$ cat config.mk
export PLATFORM = sky130hd
export DESIGN_NAME = cache_irq_status_logic
export DESIGN_NICKNAME = d
export VERILOG_FILES = /design/src/design/cache_irq_pkg.sv /design/src/design/irq_flag_bank.sv /design/src/design/fault_info_capture.sv /design/src/design/cache_irq_status_logic.sv
export SDC_FILE = /design/constraint.sdc
export NUM_CORES = 1
export LEC_CHECK = 0
export ABC_CLOCK_PERIOD_IN_PS = 2140
export BUFFER_PORTS_ARGS = -buffer_cell sky130_fd_sc_hd__buf_2
export CAP_MARGIN = 15
export CORE_ASPECT_RATIO = 0.7
export CORE_MARGIN = 2
export CORE_UTILIZATION = 49
export CTS_BUF_LIST = sky130_fd_sc_hd__clkbuf_2 sky130_fd_sc_hd__clkbuf_4 sky130_fd_sc_hd__clkbuf_8
export DETAILED_ROUTE_END_ITERATION = 16
export MAX_ROUTING_LAYER = met4
export PLACE_DENSITY = 0.76
export REMOVE_ABC_BUFFERS = 1
export SLEW_MARGIN = 20
export SYNTH_ARGS = -nofsm -noshare
export SYNTH_HDL_FRONTEND = slang
export SYNTH_SLANG_ARGS = --single-unit
export TNS_END_PERCENT = 5
$ cat constraint.sdc
create_clock -name clk -period 2.14 [get_ports clk]
set_input_delay 0.428 -clock clk [delete_from_list [all_inputs] [get_ports clk]]
set_output_delay 0.428 -clock clk [all_outputs]
set_load 0.02 [all_outputs]
$ cat src/design/cache_irq_pkg.sv
// Purpose: shared constants and carriers for the cache interrupt status block
// Assumes: 32-bit APB data, 12-bit byte offsets, one clock domain
// Notes:   source bit positions are common to both security domains
package cache_irq_pkg;

    // ------------------------------------------------------------
    // register byte offsets
    // ------------------------------------------------------------
    localparam int ADDR_W = 12;
    localparam logic [ADDR_W-1:0] OFF_SEC_PEND = 12'h100;
    localparam logic [ADDR_W-1:0] OFF_SEC_CLR = 12'h104;
    localparam logic [ADDR_W-1:0] OFF_SEC_MASK = 12'h108;
    localparam logic [ADDR_W-1:0] OFF_SEC_FADDR = 12'h10C;
    localparam logic [ADDR_W-1:0] OFF_SEC_FORG = 12'h110;
    localparam logic [ADDR_W-1:0] OFF_NS_PEND = 12'h140;
    localparam logic [ADDR_W-1:0] OFF_NS_CLR = 12'h144;
    localparam logic [ADDR_W-1:0] OFF_NS_MASK = 12'h148;
    localparam logic [ADDR_W-1:0] OFF_NS_FADDR = 12'h14C;
    localparam logic [ADDR_W-1:0] OFF_NS_FORG = 12'h150;

    // ------------------------------------------------------------
    // source bit positions and field layout
    // ------------------------------------------------------------
    localparam int SRC_W = 8;
    localparam int B_XOM = 7;
    localparam int B_NSSAT = 6;
    localparam int B_SSAT = 5;
    localparam int B_TRERR = 4;
    localparam int B_DROP = 3;
    localparam int B_DONE = 2;
    localparam int B_BYP = 1;
    localparam int B_OPER = 0;
    localparam logic [SRC_W-1:0] SEC_VALID = 8'hFF;
    localparam logic [SRC_W-1:0] NS_VALID = 8'hDC;
    localparam logic [SRC_W-1:0] FLAG_RST = 8'h00;
    localparam logic [31:0] WORD_RST = 32'h0000_0000;

    // fault origin codes
    localparam logic [1:0] ORG_EARLY_WR = 2'h0;
    localparam logic [1:0] ORG_EVICT_WB = 2'h1;
    localparam logic [1:0] ORG_LINEFILL = 2'h2;

    // ------------------------------------------------------------
    // carriers
    // ------------------------------------------------------------
    typedef struct packed {
        logic valid;
        logic nonsecure;
        logic [1:0] origin;
        logic [7:0] master;
        logic [31:0] addr;
    } faultReport_t;

    typedef struct packed {
        logic [1:0] origin;
        logic [7:0] master;
        logic [31:0] addr;
    } faultInfo_t;

    typedef enum logic [0:0] {
        PH_IDLE,
        PH_REPLY
    } apbPhase_t;

endpackage

$ cat src/design/irq_flag_bank.sv
// Purpose: sticky source flags, enable mask and interrupt line of one domain
// Assumes: set and clear strobes come from logic on the same clock
// Notes:   a set in the cycle of a clear wins, so no event is lost
`timescale 1ns/1ps
module irq_flag_bank #(
    parameter logic [cache_irq_pkg::SRC_W-1:0] VALID = cache_irq_pkg::SEC_VALID
) (
    // clock and reset
    input wire logic clk,
    input wire logic rstn,
    // source events and software strobes
    input wire logic [cache_irq_pkg::SRC_W-1:0] setEvt,
    input wire logic clrWr,
    input wire logic maskWr,
    input wire logic [cache_irq_pkg::SRC_W-1:0] wrData,
    // state
    output logic [cache_irq_pkg::SRC_W-1:0] pending,
    output logic [cache_irq_pkg::SRC_W-1:0] mask,
    output logic irq
);
    import cache_irq_pkg::*;

    logic [SRC_W-1:0] clrBits;

    // write-one-to-clear; zero bits leave a flag alone
    assign clrBits = clrWr ? wrData : FLAG_RST;

    // flags: set beats clear, reserved bits never stick
    always_ff @(posedge clk) begin
        if (!rstn) begin
            pending <= FLAG_RST;
        end else begin
            pending <= ((pending & ~clrBits) | setEvt) & VALID;
        end
    end

    // enable mask, only implemented bits hold a value
    always_ff @(posedge clk) begin
        if (!rstn) begin
            mask <= FLAG_RST;
        end else if (maskWr) begin
            mask <= wrData & VALID;
        end
    end

    // registered line: stays up while any enabled flag is pending
    always_ff @(posedge clk) begin
        if (!rstn) begin
            irq <= 1'b0;
        end else begin
            irq <= |(pending & mask);
        end
    end

endmodule

$ cat src/design/fault_info_capture.sv
// Purpose: holds address, master and origin of the latest bus fault
// Assumes: capture is a one-cycle strobe on the cache clock
// Notes:   a newer fault overwrites an older one before software reads it
`timescale 1ns/1ps
module fault_info_capture (
    // clock and reset
    input wire logic clk,
    input wire logic rstn,
    // fault report
    input wire logic capture,
    input wire cache_irq_pkg::faultReport_t report,
    // held details
    output cache_irq_pkg::faultInfo_t info
);
    import cache_irq_pkg::*;

    // latest fault wins; software sees the most recent cause
    always_ff @(posedge clk) begin
        if (!rstn) begin
            info <= '0;
        end else if (capture) begin
            info.addr <= report.addr;
            info.master <= report.master;
            info.origin <= report.origin;
        end
    end

endmodule

$ cat src/design/cache_irq_status_logic.sv
// Purpose: Secure and Non-secure interrupt sources of the bus cache
// Assumes: events and fault reports are one-cycle pulses on clk
// Notes:   APB slave answers with one wait state; unmapped gives pslverr
//
// Local design decision: the APB register port.
`timescale 1ns/1ps

// Operation
// - write-only Secure clear at 0x104, bits 7..0 clear the eight sources
// - Secure clear bits 3 and 2 clear upkeep events; upper bits read zero
// - Secure enable at 0x108 resets zero; disabled sources never raise Secure line
// - Secure master fault address captured whole in read-only 0x10C
// - Secure fault origin code in bits 9..8 of read-only 0x110
// - linefill error not passed on invalidates the fetched line
// - Secure faulting master id captured in bits 7..0 of 0x110
// - Non-secure bit 7 flags execute-only violation; status at 0x140
// - Non-secure bit 6 flags counter saturation when stats not permitted
// - Non-secure bit 4 flags master fault and stores its details
// - Non-secure bit 3 flags a dropped upkeep request
// - Non-secure bit 2 flags upkeep finished; bits 5,1,0 read zero
// - Non-secure clear at 0x144 clears bits 7,6,4,3,2
// - Non-secure enable at 0x148 gates its line per source
// - Non-secure fault address captured whole in 0x14C
// - Non-secure fault origin in bits 9..8 of 0x150
// - Non-secure faulting master id in bits 7..0 of 0x150
// - Secure status at 0x100; bit 4 flags bus or execute-only fault
// - Secure bits 0 and 1 flag operational and bypassed
module cache_irq_status_logic (
    // clock and reset
    input wire logic clk,
    input wire logic rstn,
    // apb slave
    input wire logic psel,
    input wire logic penable,
    input wire logic pwrite,
    input wire logic [cache_irq_pkg::ADDR_W-1:0] paddr,
    input wire logic [31:0] pwdata,
    output logic [31:0] prdata,
    output logic pready,
    output logic pslverr,
    // events from the cache core
    input wire logic [cache_irq_pkg::SRC_W-1:0] secEvt,
    input wire logic [cache_irq_pkg::SRC_W-1:0] nsEvt,
    input wire logic ns_stats_permitted,
    input wire cache_irq_pkg::faultReport_t faultIn,
    // line drop request to the cache core
    output logic lineInvalidate,
    output logic [31:0] lineInvalidateAddr,
    // interrupt lines
    output logic irqSecure,
    output logic irqNonsecure
);
    import cache_irq_pkg::*;

    // ------------------------------------------------------------
    // apb slave
    // ------------------------------------------------------------
    apbPhase_t phase_q;
    logic launch;
    logic commit;
    logic hit;
    logic [31:0] rdMux;
    logic wrSecClr;
    logic wrSecMask;
    logic wrNsClr;
    logic wrNsMask;

    // a request is taken on its first access cycle, done one cycle later
    assign launch = psel && penable && (phase_q == PH_IDLE);
    assign commit = psel && penable && (phase_q == PH_REPLY) && pwrite && hit;

    // one wait state gives the read mux a full cycle
    always_ff @(posedge clk) begin
        if (!rstn) begin
            phase_q <= PH_IDLE;
        end else begin
            case (phase_q)
                PH_IDLE: begin
                    if (launch) begin
                        phase_q <= PH_REPLY;
                    end
                end
                PH_REPLY: begin
                    phase_q <= PH_IDLE;
                end
                default: begin
                    phase_q <= PH_IDLE;
                end
            endcase
        end
    end

    // answer: pready, read data and error all leave flip-flops
    always_ff @(posedge clk) begin
        if (!rstn) begin
            pready <= 1'b0;
            pslverr <= 1'b0;
            prdata <= WORD_RST;
        end else begin
            pready <= launch;
            pslverr <= launch && !hit;
            if (launch) begin
                prdata <= pwrite ? WORD_RST : rdMux;
            end
        end
    end

    // write strobes, only at the completing edge
    assign wrSecClr = commit && (paddr == OFF_SEC_CLR);
    assign wrSecMask = commit && (paddr == OFF_SEC_MASK);
    assign wrNsClr = commit && (paddr == OFF_NS_CLR);
    assign wrNsMask = commit && (paddr == OFF_NS_MASK);

    // ------------------------------------------------------------
    // event routing
    // ------------------------------------------------------------
    logic secFault;
    logic nsFault;
    logic [SRC_W-1:0] secSet;
    logic [SRC_W-1:0] nsSet;

    assign secFault = faultIn.valid && !faultIn.nonsecure;
    assign nsFault = faultIn.valid && faultIn.nonsecure;

    // saturation only reaches software that cannot read the counters
    always_comb begin
        secSet = secEvt;
        secSet[B_NSSAT] = secEvt[B_NSSAT] && !ns_stats_permitted;
        secSet[B_TRERR] = secEvt[B_TRERR] || secFault || secEvt[B_XOM];
        nsSet = nsEvt & NS_VALID;
        nsSet[B_NSSAT] = nsEvt[B_NSSAT] && !ns_stats_permitted;
        nsSet[B_TRERR] = nsEvt[B_TRERR] || nsFault;
    end

    // ------------------------------------------------------------
    // flag banks and fault details
    // ------------------------------------------------------------
    logic [SRC_W-1:0] secPend;
    logic [SRC_W-1:0] secMask;
    logic [SRC_W-1:0] nsPend;
    logic [SRC_W-1:0] nsMask;
    faultInfo_t secInfo;
    faultInfo_t nsInfo;

    // secure bank: all eight sources implemented
    irq_flag_bank #(
        .VALID(SEC_VALID)
    ) u_secBank (
        .clk(clk),
        .rstn(rstn),
        .setEvt(secSet),
        .clrWr(wrSecClr),
        .maskWr(wrSecMask),
        .wrData(pwdata[SRC_W-1:0]),
        .pending(secPend),
        .mask(secMask),
        .irq(irqSecure)
    );

    // non-secure bank: bits 5, 1 and 0 stay zero
    irq_flag_bank #(
        .VALID(NS_VALID)
    ) u_nsBank (
        .clk(clk),
        .rstn(rstn),
        .setEvt(nsSet),
        .clrWr(wrNsClr),
        .maskWr(wrNsMask),
        .wrData(pwdata[SRC_W-1:0]),
        .pending(nsPend),
        .mask(nsMask),
        .irq(irqNonsecure)
    );

    // each domain keeps the details of its own latest fault
    fault_info_capture u_secInfo (
        .clk(clk),
        .rstn(rstn),
        .capture(secFault),
        .report(faultIn),
        .info(secInfo)
    );

    fault_info_capture u_nsInfo (
        .clk(clk),
        .rstn(rstn),
        .capture(nsFault),
        .report(faultIn),
        .info(nsInfo)
    );

    // ------------------------------------------------------------
    // read decode
    // ------------------------------------------------------------
    // write-only clears read as zero; unknown offsets flag an error
    always_comb begin
        rdMux = WORD_RST;
        hit = 1'b1;
        case (paddr)
            OFF_SEC_PEND: rdMux = 32'(secPend);
            OFF_SEC_CLR: rdMux = WORD_RST;
            OFF_SEC_MASK: rdMux = 32'(secMask);
            OFF_SEC_FADDR: rdMux = secInfo.addr;
            OFF_SEC_FORG: rdMux = 32'({secInfo.origin, secInfo.master});
            OFF_NS_PEND: rdMux = 32'(nsPend);
            OFF_NS_CLR: rdMux = WORD_RST;
            OFF_NS_MASK: rdMux = 32'(nsMask);
            OFF_NS_FADDR: rdMux = nsInfo.addr;
            OFF_NS_FORG: rdMux = 32'({nsInfo.origin, nsInfo.master});
            default: hit = 1'b0;
        endcase
    end

    // ------------------------------------------------------------
    // linefill fault: drop the fetched line
    // ------------------------------------------------------------
    // writes already merged into that line are lost with it
    always_ff @(posedge clk) begin
        if (!rstn) begin
            lineInvalidate <= 1'b0;
            lineInvalidateAddr <= WORD_RST;
        end else begin
            lineInvalidate <= faultIn.valid && (faultIn.origin == ORG_LINEFILL);
            if (faultIn.valid && (faultIn.origin == ORG_LINEFILL)) begin
                lineInvalidateAddr <= faultIn.addr;
            end
        end
    end
endmodule

==> impl_metrics.toml, run 1 <==
[run_status]
outcome = "complete, no violations"

[floorplan]
core_um2 = 14100
fp.dieW_um = 149
num_rows = 36
die_area_um2 = 15600
ios = 179
initial_core_util_pct = 50.9
die_height_um = 105

[yosys]
yosysMostFrequentCell = "nand2_1"
yosysUniqueCellTypes = 48
synth_commonest_cells = "276 x nand2_1, 180 x dfxtp_1, 131 x a21oi_1"
ys_top_cells_by_area = "dfxtp_1 50%, nand2_1 14%, a21oi_1 9.1%"
mappedNetlistArea_um2 = 7170
synth_flop_cell = "dfxtp_1"
postSynthCellCount = 857
syn_avg_cell_area_um2 = 8.37
seq_area_frac_synth_pct = 50.3
yosys.area.top_type = "dfxtp_1"
async_reset_ff_share_pct = 0
yosys_warnings = 0
ys_ff_latch = 180
yosysTopAreaCellShare_pct = 50.3
synth_edf_count = 0

[worst_setup_path]
crit_top_cell = "buf_4"
cp_slowest_stage_delay_ns = 0.52
end_kind = "flop"
cp.arrival_ns = 2.29
cp_num_buf_inv = 3
crit_type = "in2reg"
cp-start-kind = "input port"
crit_fanout = 6
crit_path_top_delay_cell = "or4_4"
crit_path_cell_trace = "buf_2 > or4_4 > or3b_1 > buf_4 > nor3_4 > buf_4 > a32o_1"
critPathTopFamily = "simple AND/OR/NAND/NOR gates"
cp.required_ns = 2.51

[sta]
fmax_mhz = 522
max_slew_margin_pct = 56.3
tightestPinTransition_ns = 0.656
post-route-min-period_ns = 1.92
finalHoldViolations = 0
setup_viol_count_final = 0
rsz0062_at_grt = "no"
clock_skew_ns = 0.0136
timing.hold.ws_ns = 0.199
post-route-period-util_pct = 89.6
drv_slew = 0

[power]
p_int_mw = 5.22
p_sw_share_pct = 24.4
netSwitchingPower_mw = 1.68
power_mw = 6.91
p_leak_nw = 3.82
power_density_nw_per_um2 = 781
peakVddDrop_mv = 0.454
clkPwrFrac_pct = 40.0
p_seq_share_pct = 51.0
p_comb_share_pct = 9.0

[global_route]
grt_max_degree = 149
gr-total-overflow = 0
antenna_found_initial = 2
grt_pass1_wl_um = 31000
grt_pass1_vias = 6050
grtUsageTotal_pct = 25.6

[placement]
place_inst = 1182
numPortBuffers = 151
gp_congestion = 0.914
placed_area_um2 = 8360
dpl.hpwl_um = 13300

[cells_and_area]
syn_to_final_growth_pct = 23.4
fillers = 1252
drive_above_1_share_pct = 25.6
fin_area_um2 = 8850
nets = 1121
fin_cells = 1216
final_util_pct = 62.7
register_area_um2 = 3600
multi_input_area_um2 = 3310

[cts]
post_cts_buffers = 0
numCtsBuffers = 17
cts_max_level = 4
cts_tree = "done"
clock_latency_ns = 0.43
ctsHoldBuffers = 0
clk_pin_slew_ns = 0.09
cts_resized = 0
cts-root-buf = "clkbuf_8"
clockBufferDepth = 2
clock_sinks = 180

[detailed_routing]
drc = 0
vias_per_cell = 5.33
postRouteAntennaNets = 0
drt_pass1_iterations = 5
drt-total-wl_um = 19200
drt-initial-drc-count = 486
wl_per_cell_um = 15.8
vias = 6486

[min_path]
hold_path.class = "in2reg"

[job]
maxCapViolations = 0
==> layer usage <==
layer  track usage [%]  up-vias  wire (µm)
met5                 -        -          0
met4              4.97        0        146
met3              5.19       15       1520
met2              38.6      223       8580
met1              36.0     3044       9000
li1                  -     3204          -
==> per-stage QoR <==
stage | TNS [ns] | setup WS [ns]
after floorplan | -134.18 | -1.58
after global placement | -3.64 | -0.180
after detailed placement | -4.73 | -0.216
after CTS | 0 | 0.258
after global routing | 0 | 0.177
final | 0 | 0.223
==> cell usage in the layout, fill, tap and decap left out, types with 2 or more instances in the layout <==
cell	count
nand2_1	275
dfxtp_1	180
buf_2	151
a21oi_1	131
mux2i_1	55
nor2_1	38
buf_4	33
o21ai_2	20
clkbuf_8	17
o21ai_0	10
a22oi_1	9
buf_12	9
bufinv_16	6
nand4_1	4
nor4_1	4
or2_2	4
inv_1	4
nor3_1	4
nand2b_1	4
inv_6	4
diode_2	3
nand3b_1	3
nand3_1	3
o22ai_1	3
a31oi_1	3
mux4_2	3
and3_1	3
a2bb2oi_1	3
a32o_1	3
nand2b_2	2
or4b_1	2
nor2b_1	2
or3_1	2
nor3_4	2
and2_1	2
nor3b_1	2
o311a_1	2
clkinv_2	2
==> power by group through the flow <==
stage	clock network, mW	registers, mW	logic (mW)
after floorplan	0	3.61	0.277
after global placement	0	3.59	0.604
after detailed placement	0	3.60	0.616
after CTS	2.82	3.52	0.620
after global routing	2.97	3.54	0.680
final	2.77	3.52	0.620
==> path summary, 6_finish.rpt <==
path | endpoint | slack, ns | startpoint | depth (start not counted)
worst max-delay path | prdata[0]$_SDFFE_PN0P_ | 0.22 | paddr[5] | 7
worst min-delay path | u_secBank.pending[0]$_SDFF_PN0_ | 0.20 | secEvt[0] | 3
worst max register to register | u_nsBank.mask[2]$_SDFFE_PN0P_ | 0.57 | phase_q$_SDFF_PP0_ | 5
worst min register to register | lineInvalidateAddr[8]$_SDFFE_PN0P_ | 0.45 | lineInvalidateAddr[8]$_SDFFE_PN0P_ | 2
==> area by class of cell <==
cell class                 count  area share (%)
antenna                        3          0.0849
sequential                   180            40.7
inverter                       5           0.240
clock inverter                14            2.77
timing repair buffer         193            13.4
multi-input combinational    614            37.5
clock buffer                  17            2.64
tap                          190            2.69
==> sequential cells by signal, indices dropped and copies added, names as in the netlist <==
signal / count
lineInvalidate: 1
lineInvalidateAddr: 32
phase_q: 1
prdata: 32
pready: 1
pslverr: 1
u_nsBank.irq: 1
u_nsBank.mask: 5
u_nsBank.pending: 5
u_nsInfo.info: 42
u_secBank.irq: 1
u_secBank.mask: 8
u_secBank.pending: 8
u_secInfo.info: 42
==> kinds of logic (layout without fill, tap and decap cells) <==
logic type             Yosys count  count (layout)  synth area share, %
AOI/OAI and AO/OA              190             190                 15.5
other                            0               3                    0
and+or+nand+nor                365             365                 21.7
DFF                            180             180                 50.3
buffers and inverters           63             229                 3.73
muxes                           59              59                 8.78
==> worst reg2reg max path: stages (launching register included) <==
cell,delay [ns]
dfxtp_1,0.34
nand4_1,0.20
nor3_1,0.31
nand2_1,0.30
mux2i_1,0.23
nor2_1,0.06
No activity file was read; power rests on OpenSTA's default activity.
==> inputs of run 2 (changes only) <==
--- a/config.mk
+++ b/config.mk
@@ -5,6 +5,7 @@
 export SDC_FILE = /design/constraint.sdc
 export NUM_CORES = 1
 export LEC_CHECK = 0
+export ABC_AREA = 1
 export ABC_CLOCK_PERIOD_IN_PS = 2140
 export BUFFER_PORTS_ARGS = -buffer_cell sky130_fd_sc_hd__buf_2
 export CAP_MARGIN = 15
==> impl_metrics.toml, run 2 <==
[cells_and_area]
syn_to_final_growth_pct = 19.8
reg.largest.list = "u_nsInfo.info (42), u_secInfo.info (42)"
register_area_um2 = 3600
final_common_cell = "nor2_1"
nets = 1266
multi_input_area_um2 = 3180
fillers = 1408
n_antenna_cell = 0
mostFrequentLayoutCells = "192 x nor2_1, 180 x dfxtp_1, 154 x o21ai_0"
drive_above_1_share_pct = 20.5
fin_cells = 1363

[yosys]
postSynthCellCount = 1013
synth_commonest_cells = "195 x nor2_1, 180 x dfxtp_1, 154 x o21ai_0"
synthMuxAreaShare_pct = 0
seq_area_frac_synth_pct = 49.1
async_reset_ff_share_pct = 0
yosys.area_share.simple_pct = 24.5
yosys.area.top_type = "dfxtp_1"
ys_top_cells_by_area = "dfxtp_1 49%, o21ai_0 10%, nor2_1 10%"
mappedNetlistArea_um2 = 7340
synth_top_family_by_area = "simple AND/OR/NAND/NOR gates"
yosys.area_share.adder_pct = 0
yosysMostFrequentCell = "nor2_1"
ys_ff_latch = 180
yosysTopAreaCellShare_pct = 49.1
synth-xor-area-share_pct = 0
synth_edf_count = 0
yosysUniqueCellTypes = 34
synth_compound_area_share_pct = 18.7
yosys_warnings = 0
syn_avg_cell_area_um2 = 7.25
synth_flop_cell = "dfxtp_1"

[worst_setup_path]
cp.required_ns = 2.54
crit_fanout = 10
critPathTopFamily = "simple AND/OR/NAND/NOR gates"
cp_slowest_stage_delay_ns = 0.27
crit_top_cell = "nand2_1"
cp.arrival_ns = 2.01
cp-start-kind = "input port"
crit_path_top_delay_cell = "nand4_2"
crit_type = "in2reg"
crit_path_cell_trace = "buf_2 > nor2_2 > nand2_1 > nor2_4 > nand3_2 > nand2_1 > inv_2 > nand3_4 > nand4_2 > nand2_1 > nand2_1 > nor2_1"
end_kind = "flop"
cp_num_buf_inv = 2

[power]
p_comb_share_pct = 9.4
netSwitchingPower_mw = 1.79
p_leak_nw = 4.03
p_sw_share_pct = 28.2
clkPwrFrac_pct = 34.5
power_density_nw_per_um2 = 723
peakVddDrop_mv = 0.377
p_int_mw = 4.56
p_seq_share_pct = 56.2

[detailed_routing]
drt-total-wl_um = 19800
top_layer = "met4"
wl_per_cell_um = 14.5
drt-initial-drc-count = 530
drc = 0
wl_met2_um = 8780
vias_per_cell = 5.19
vias = 7078
wl_met1_um = 9490
drt_pass1_iterations = 5
wl_met3_um = 1360
postRouteAntennaNets = 0

[floorplan]
initial_core_util_pct = 50.0
die_height_um = 106
num_rows = 37
die_area_um2 = 16000
core_um2 = 14700
ios = 179
fp.dieW_um = 150

[cts]
cts_max_level = 4
clock_sinks = 180
ctsHoldBuffers = 0
clk_pin_slew_ns = 0.10
cts_resized = 0
clockBufferDepth = 2
numCtsBuffers = 17
cts-root-buf = "clkbuf_8"
post_cts_buffers = 0
clock_latency_ns = 0.45
cts_tree = "done"

[sta]
finalHoldViolations = 0
rsz0062_at_grt = "no"
post-route-min-period_ns = 1.61
timing.hold.ws_ns = 0.201
post-route-period-util_pct = 75.3
max_slew_margin_pct = 66.3
fmax_mhz = 621
setup_viol_count_final = 0
tightestPinTransition_ns = 0.506
clock_skew_ns = 0.0152
drv_slew = 0

[global_route]
grt_pass1_vias = 6439
grt_pass1_wl_um = 32000
grtUsageTotal_pct = 25.8
gr-total-overflow = 0
antenna_found_initial = 0
grt_max_degree = 129

[placement]
place_inst = 1332
gp_congestion = 0.870
dpl.hpwl_um = 13300
numPortBuffers = 151

[min_path]
hold_path.class = "in2reg"

[job]
maxCapViolations = 0

[run_status]
outcome = "complete, no violations"
-- run 2: power groups by stage --
stage / combinational, mW / clock, mW / sequential (mW)
floorplan: 0.261 / 0 / 3.67
global placement: 0.579 / 0 / 3.64
detailed placement: 0.593 / 0 / 3.64
CTS: 0.595 / 2.24 / 3.57
global route: 0.669 / 2.37 / 3.59
finish: 0.596 / 2.19 / 3.57
-- run 2: worst min-delay path, stage by stage --
cell     delay [ns]
buf_2          0.10
inv_1          0.04
a21oi_1        0.05
-- run 2: worst paths after layout --
kind	depth (start not counted)	start	slack (ns)	end
setup / recovery	12	paddr[1]	0.53	u_nsBank.mask[4]$_SDFFE_PN0P_
hold / removal	3	nsEvt[3]	0.20	u_nsBank.pending[3]$_SDFF_PN0_
setup reg to reg	6	phase_q$_SDFF_PP0_	0.65	u_nsBank.mask[4]$_SDFFE_PN0P_
hold reg to reg	2	u_nsInfo.info[26]$_SDFFE_PN0P_	0.45	u_nsInfo.info[26]$_SDFFE_PN0P_
-- run 2: area by class of cell --
class,instances,share of cell area (%)
Clock buffer,17,2.66
Timing Repair Buffer,182,12.0
Sequential cell,180,41.0
Tap cell,195,2.78
Multi-Input combinational cell,685,36.2
Clock inverter,14,1.54
Inverter,90,3.84
-- run 2: kinds of logic (layout without fill, tap and decap cells) --
kind of cell	Yosys count	count (layout)
AOI/OAI and AO/OA	265	265
DFF	180	180
and+or+nand+nor	420	420
buffers and inverters	148	303
-- run 2: per-layer routing --
metal  vias to the layer above  global-route usage (%)
met5                         -                       -
met3                        13                    4.16
met1                      3239                    37.2
met2                       237                    37.8
met4                         0                    6.47
li1                       3589                       -
-- run 2: per-stage QoR --
step	worst slack (ns)	setup TNS, ns	area [µm²]	total power, mW	util [%]
global placement	0.153	0	8420	4.22	57.4
finish	0.529	0	8790	6.36	59.9
detailed placement	0.0631	0	8420	4.24	57.4
global route	0.344	0	8790	6.62	59.9
floorplan	-0.497	-32.77	7110	3.93	-
CTS	0.560	0	8790	6.40	59.9
==> inputs of run 3 (changes only) <==
--- a/config.mk
+++ b/config.mk
@@ -6,7 +6,7 @@
 export NUM_CORES = 1
 export LEC_CHECK = 0
 export ABC_AREA = 1
-export ABC_CLOCK_PERIOD_IN_PS = 2140
+export ABC_CLOCK_PERIOD_IN_PS = 1600
 export BUFFER_PORTS_ARGS = -buffer_cell sky130_fd_sc_hd__buf_2
 export CAP_MARGIN = 15
 export CORE_ASPECT_RATIO = 0.7
@@ -15,7 +15,7 @@
 export CTS_BUF_LIST = sky130_fd_sc_hd__clkbuf_2 sky130_fd_sc_hd__clkbuf_4 sky130_fd_sc_hd__clkbuf_8
 export DETAILED_ROUTE_END_ITERATION = 16
 export MAX_ROUTING_LAYER = met4
-export PLACE_DENSITY = 0.76
+export PLACE_DENSITY = 0.73
 export REMOVE_ABC_BUFFERS = 1
 export SLEW_MARGIN = 20
 export SYNTH_ARGS = -nofsm -noshare
==> constraint.sdc (replaced) <==
create_clock -name clk -period 1.6 [get_ports clk]
set_input_delay 0.32 -clock clk [delete_from_list [all_inputs] [get_ports clk]]
set_output_delay 0.32 -clock clk [all_outputs]
set_load 0.02 [all_outputs]
==> impl_metrics.toml, run 3 (synthesis gave the netlist of run 2 again) <==
[detailed_routing]
wl_per_cell_um = 14.2
vias = 7135
drt-initial-drc-count = 525
drt-total-wl_um = 19800
drt_pass1_iterations = 5
postRouteAntennaNets = 0
drc = 0
vias_per_cell = 5.13

[sta]
clock_skew_ns = 0.0166
drv_slew = 0
timing.final.ws_setup_ns = 0.195
tightestPinTransition_ns = 0.395
fmax_mhz = 712
post-route-period-util_pct = 87.8
max_slew_margin_pct = 73.6
post-route-min-period_ns = 1.40
rsz0062_at_grt = "no"
setup_viol_count_final = 0
finalHoldViolations = 0

[cts]
clk_pin_slew_ns = 0.11
numCtsBuffers = 17
clockBufferDepth = 2
post_cts_buffers = 0
clock_latency_ns = 0.46
cts-root-buf = "clkbuf_8"
cts_max_level = 4
cts_tree = "done"
clock_sinks = 180

[placement]
pre_cts_slack_ns = -0.341
place_inst = 1358
gp_congestion = 0.858
dpl.hpwl_um = 13700
numPortBuffers = 151

[worst_setup_path]
crit_path_cell_trace = "buf_2 > nor2_2 > nand2_1 > nor2_2 > nand2_1 > o21ai_0 > nor2_1 > o211ai_1 > nand2_1 > a21oi_1"
r2r_slack_ns = 0.33
crit_type = "in2reg"
crit_fanout = 7
crit_top_cell = "nand2_1"
critPathTopFamily = "simple AND/OR/NAND/NOR gates"
cp.required_ns = 1.98
cp.arrival_ns = 1.79
cp-start-kind = "input port"
crit_path_top_delay_cell = "o21ai_0"
cp_num_buf_inv = 1
cp_slowest_stage_delay_ns = 0.30
end_kind = "flop"

[power]
netSwitchingPower_mw = 2.50
p_seq_share_pct = 54.1
clkPwrFrac_pct = 36.5
peakVddDrop_mv = 0.519
p_int_mw = 6.32
p_comb_share_pct = 9.4
p_leak_nw = 4.20
p_sw_share_pct = 28.4
power_density_nw_per_um2 = 972

[run_status]
outcome = "complete, no violations"

[cells_and_area]
fillers = 1366
fin_cells = 1390
mostFrequentLayoutCells = "191 x nor2_1, 180 x dfxtp_1, 154 x o21ai_0"
syn_to_final_growth_pct = 23.8
drive_above_1_share_pct = 22.4
n_antenna_cell = 0
register_area_um2 = 3600
reg.largest.list = "u_nsInfo.info (42), u_secInfo.info (42)"
final_common_cell = "nor2_1"
multi_input_area_um2 = 3190
nets = 1292

[floorplan]
core_um2 = 14700
die_area_um2 = 16000
fp.dieW_um = 150
ios = 179
die_height_um = 106
num_rows = 37
initial_core_util_pct = 50.0

[global_route]
antenna_found_initial = 0
grt_pass1_wl_um = 32300
gr-total-overflow = 0
grt_max_degree = 52
grtUsageTotal_pct = 26.2
grt_pass1_vias = 6535

[min_path]
hold_path.class = "in2reg"

[job]
maxCapViolations = 0
## run 3: cell types whose count changed in the layout (fill, tap and decap cells not counted)
cell | before | now
buf_12 | 5 | 9
buf_4 | 27 | 49
bufinv_16 | 0 | 1
clkinv_4 | 3 | 1
clkinv_8 | 0 | 2
clkinvlp_4 | 2 | 1
inv_6 | 3 | 4
nor2_1 | 192 | 191
nor2_2 | 8 | 9
## run 3: stage by stage
step / utilization [%] / TNS [ns] / cell area, µm² / total power, mW / hold WS [ns]
detailed placement: 59.1 / -7.99 / 8670 / 5.70 / 0.436
global route: 61.9 / 0 / 9090 / 9.23 / 0.0785
CTS: 61.9 / 0 / 9080 / 8.88 / 0.0646
floorplan: - / -91.56 / 7110 / 5.26 / 0.424
global placement: 59.1 / -6.51 / 8670 / 5.68 / 0.432
finish: 61.9 / 0 / 9090 / 8.83 / 0.0828
## run 3: worst register-to-register path, stage by stage, from the launching register on
cell,delay (ns)
dfxtp_1,0.35
nand2_1,0.06
nor2_1,0.09
buf_4,0.17
nand4_2,0.27
nor2_1,0.19
nor2_1,0.06
## run 3: repair_timing
| action | CTS | global route |
|---|---|---|
| gates resized for setup | 0 | 1 |
| setup endpoints to repair | 0 | 2 |
| hold buffers | 0 | 0 |
## run 3: layout make-up
cell class / instances / share of cell area, %
clock buffer: 17 / 2.58
clock inverter: 15 / 2.00
inverter: 90 / 3.72
multi-input combinational: 685 / 35.1
sequential: 180 / 39.7
tap: 195 / 2.69
timing repair buffer: 208 / 14.3
## run 3: path summary, 6_finish.rpt
path                              startpoint                         endpoint  cells after the start
max                                 paddr[1]           prdata[1]$_SDFFE_PN0P_                     10
min                                 nsEvt[3]   u_nsBank.pending[3]$_SDFF_PN0_                      3
max reg2reg               phase_q$_SDFF_PP0_    u_nsBank.mask[2]$_SDFFE_PN0P_                      6
min reg2reg  u_secInfo.info[40]$_SDFFE_PN0P_  u_secInfo.info[40]$_SDFFE_PN0P_                      2
## run 3: layer usage
| layer | vias up | part of all wire (%) | track usage [%] | routed length [µm] |
|---|---|---|---|---|
| li1 | 3627 | - | - | - |
| met4 | 0 | 1.1 | 7.21 | 215 |
| met3 | 19 | 7.2 | 3.86 | 1430 |
| met1 | 3232 | 49 | 38.1 | 9780 |
| met5 | - | 0 | - | 0 |
| met2 | 257 | 42 | 38.0 | 8370 |
## run 3: power groups by stage
stage / Combinational (mW) / Clock [mW] / Sequential (mW)
after floorplan: 0.349 / 0 / 4.91
after global placement: 0.809 / 0 / 4.87
after detailed placement: 0.824 / 0 / 4.87
after CTS: 0.828 / 3.28 / 4.77
after global routing: 0.931 / 3.50 / 4.80
final: 0.830 / 3.22 / 4.77
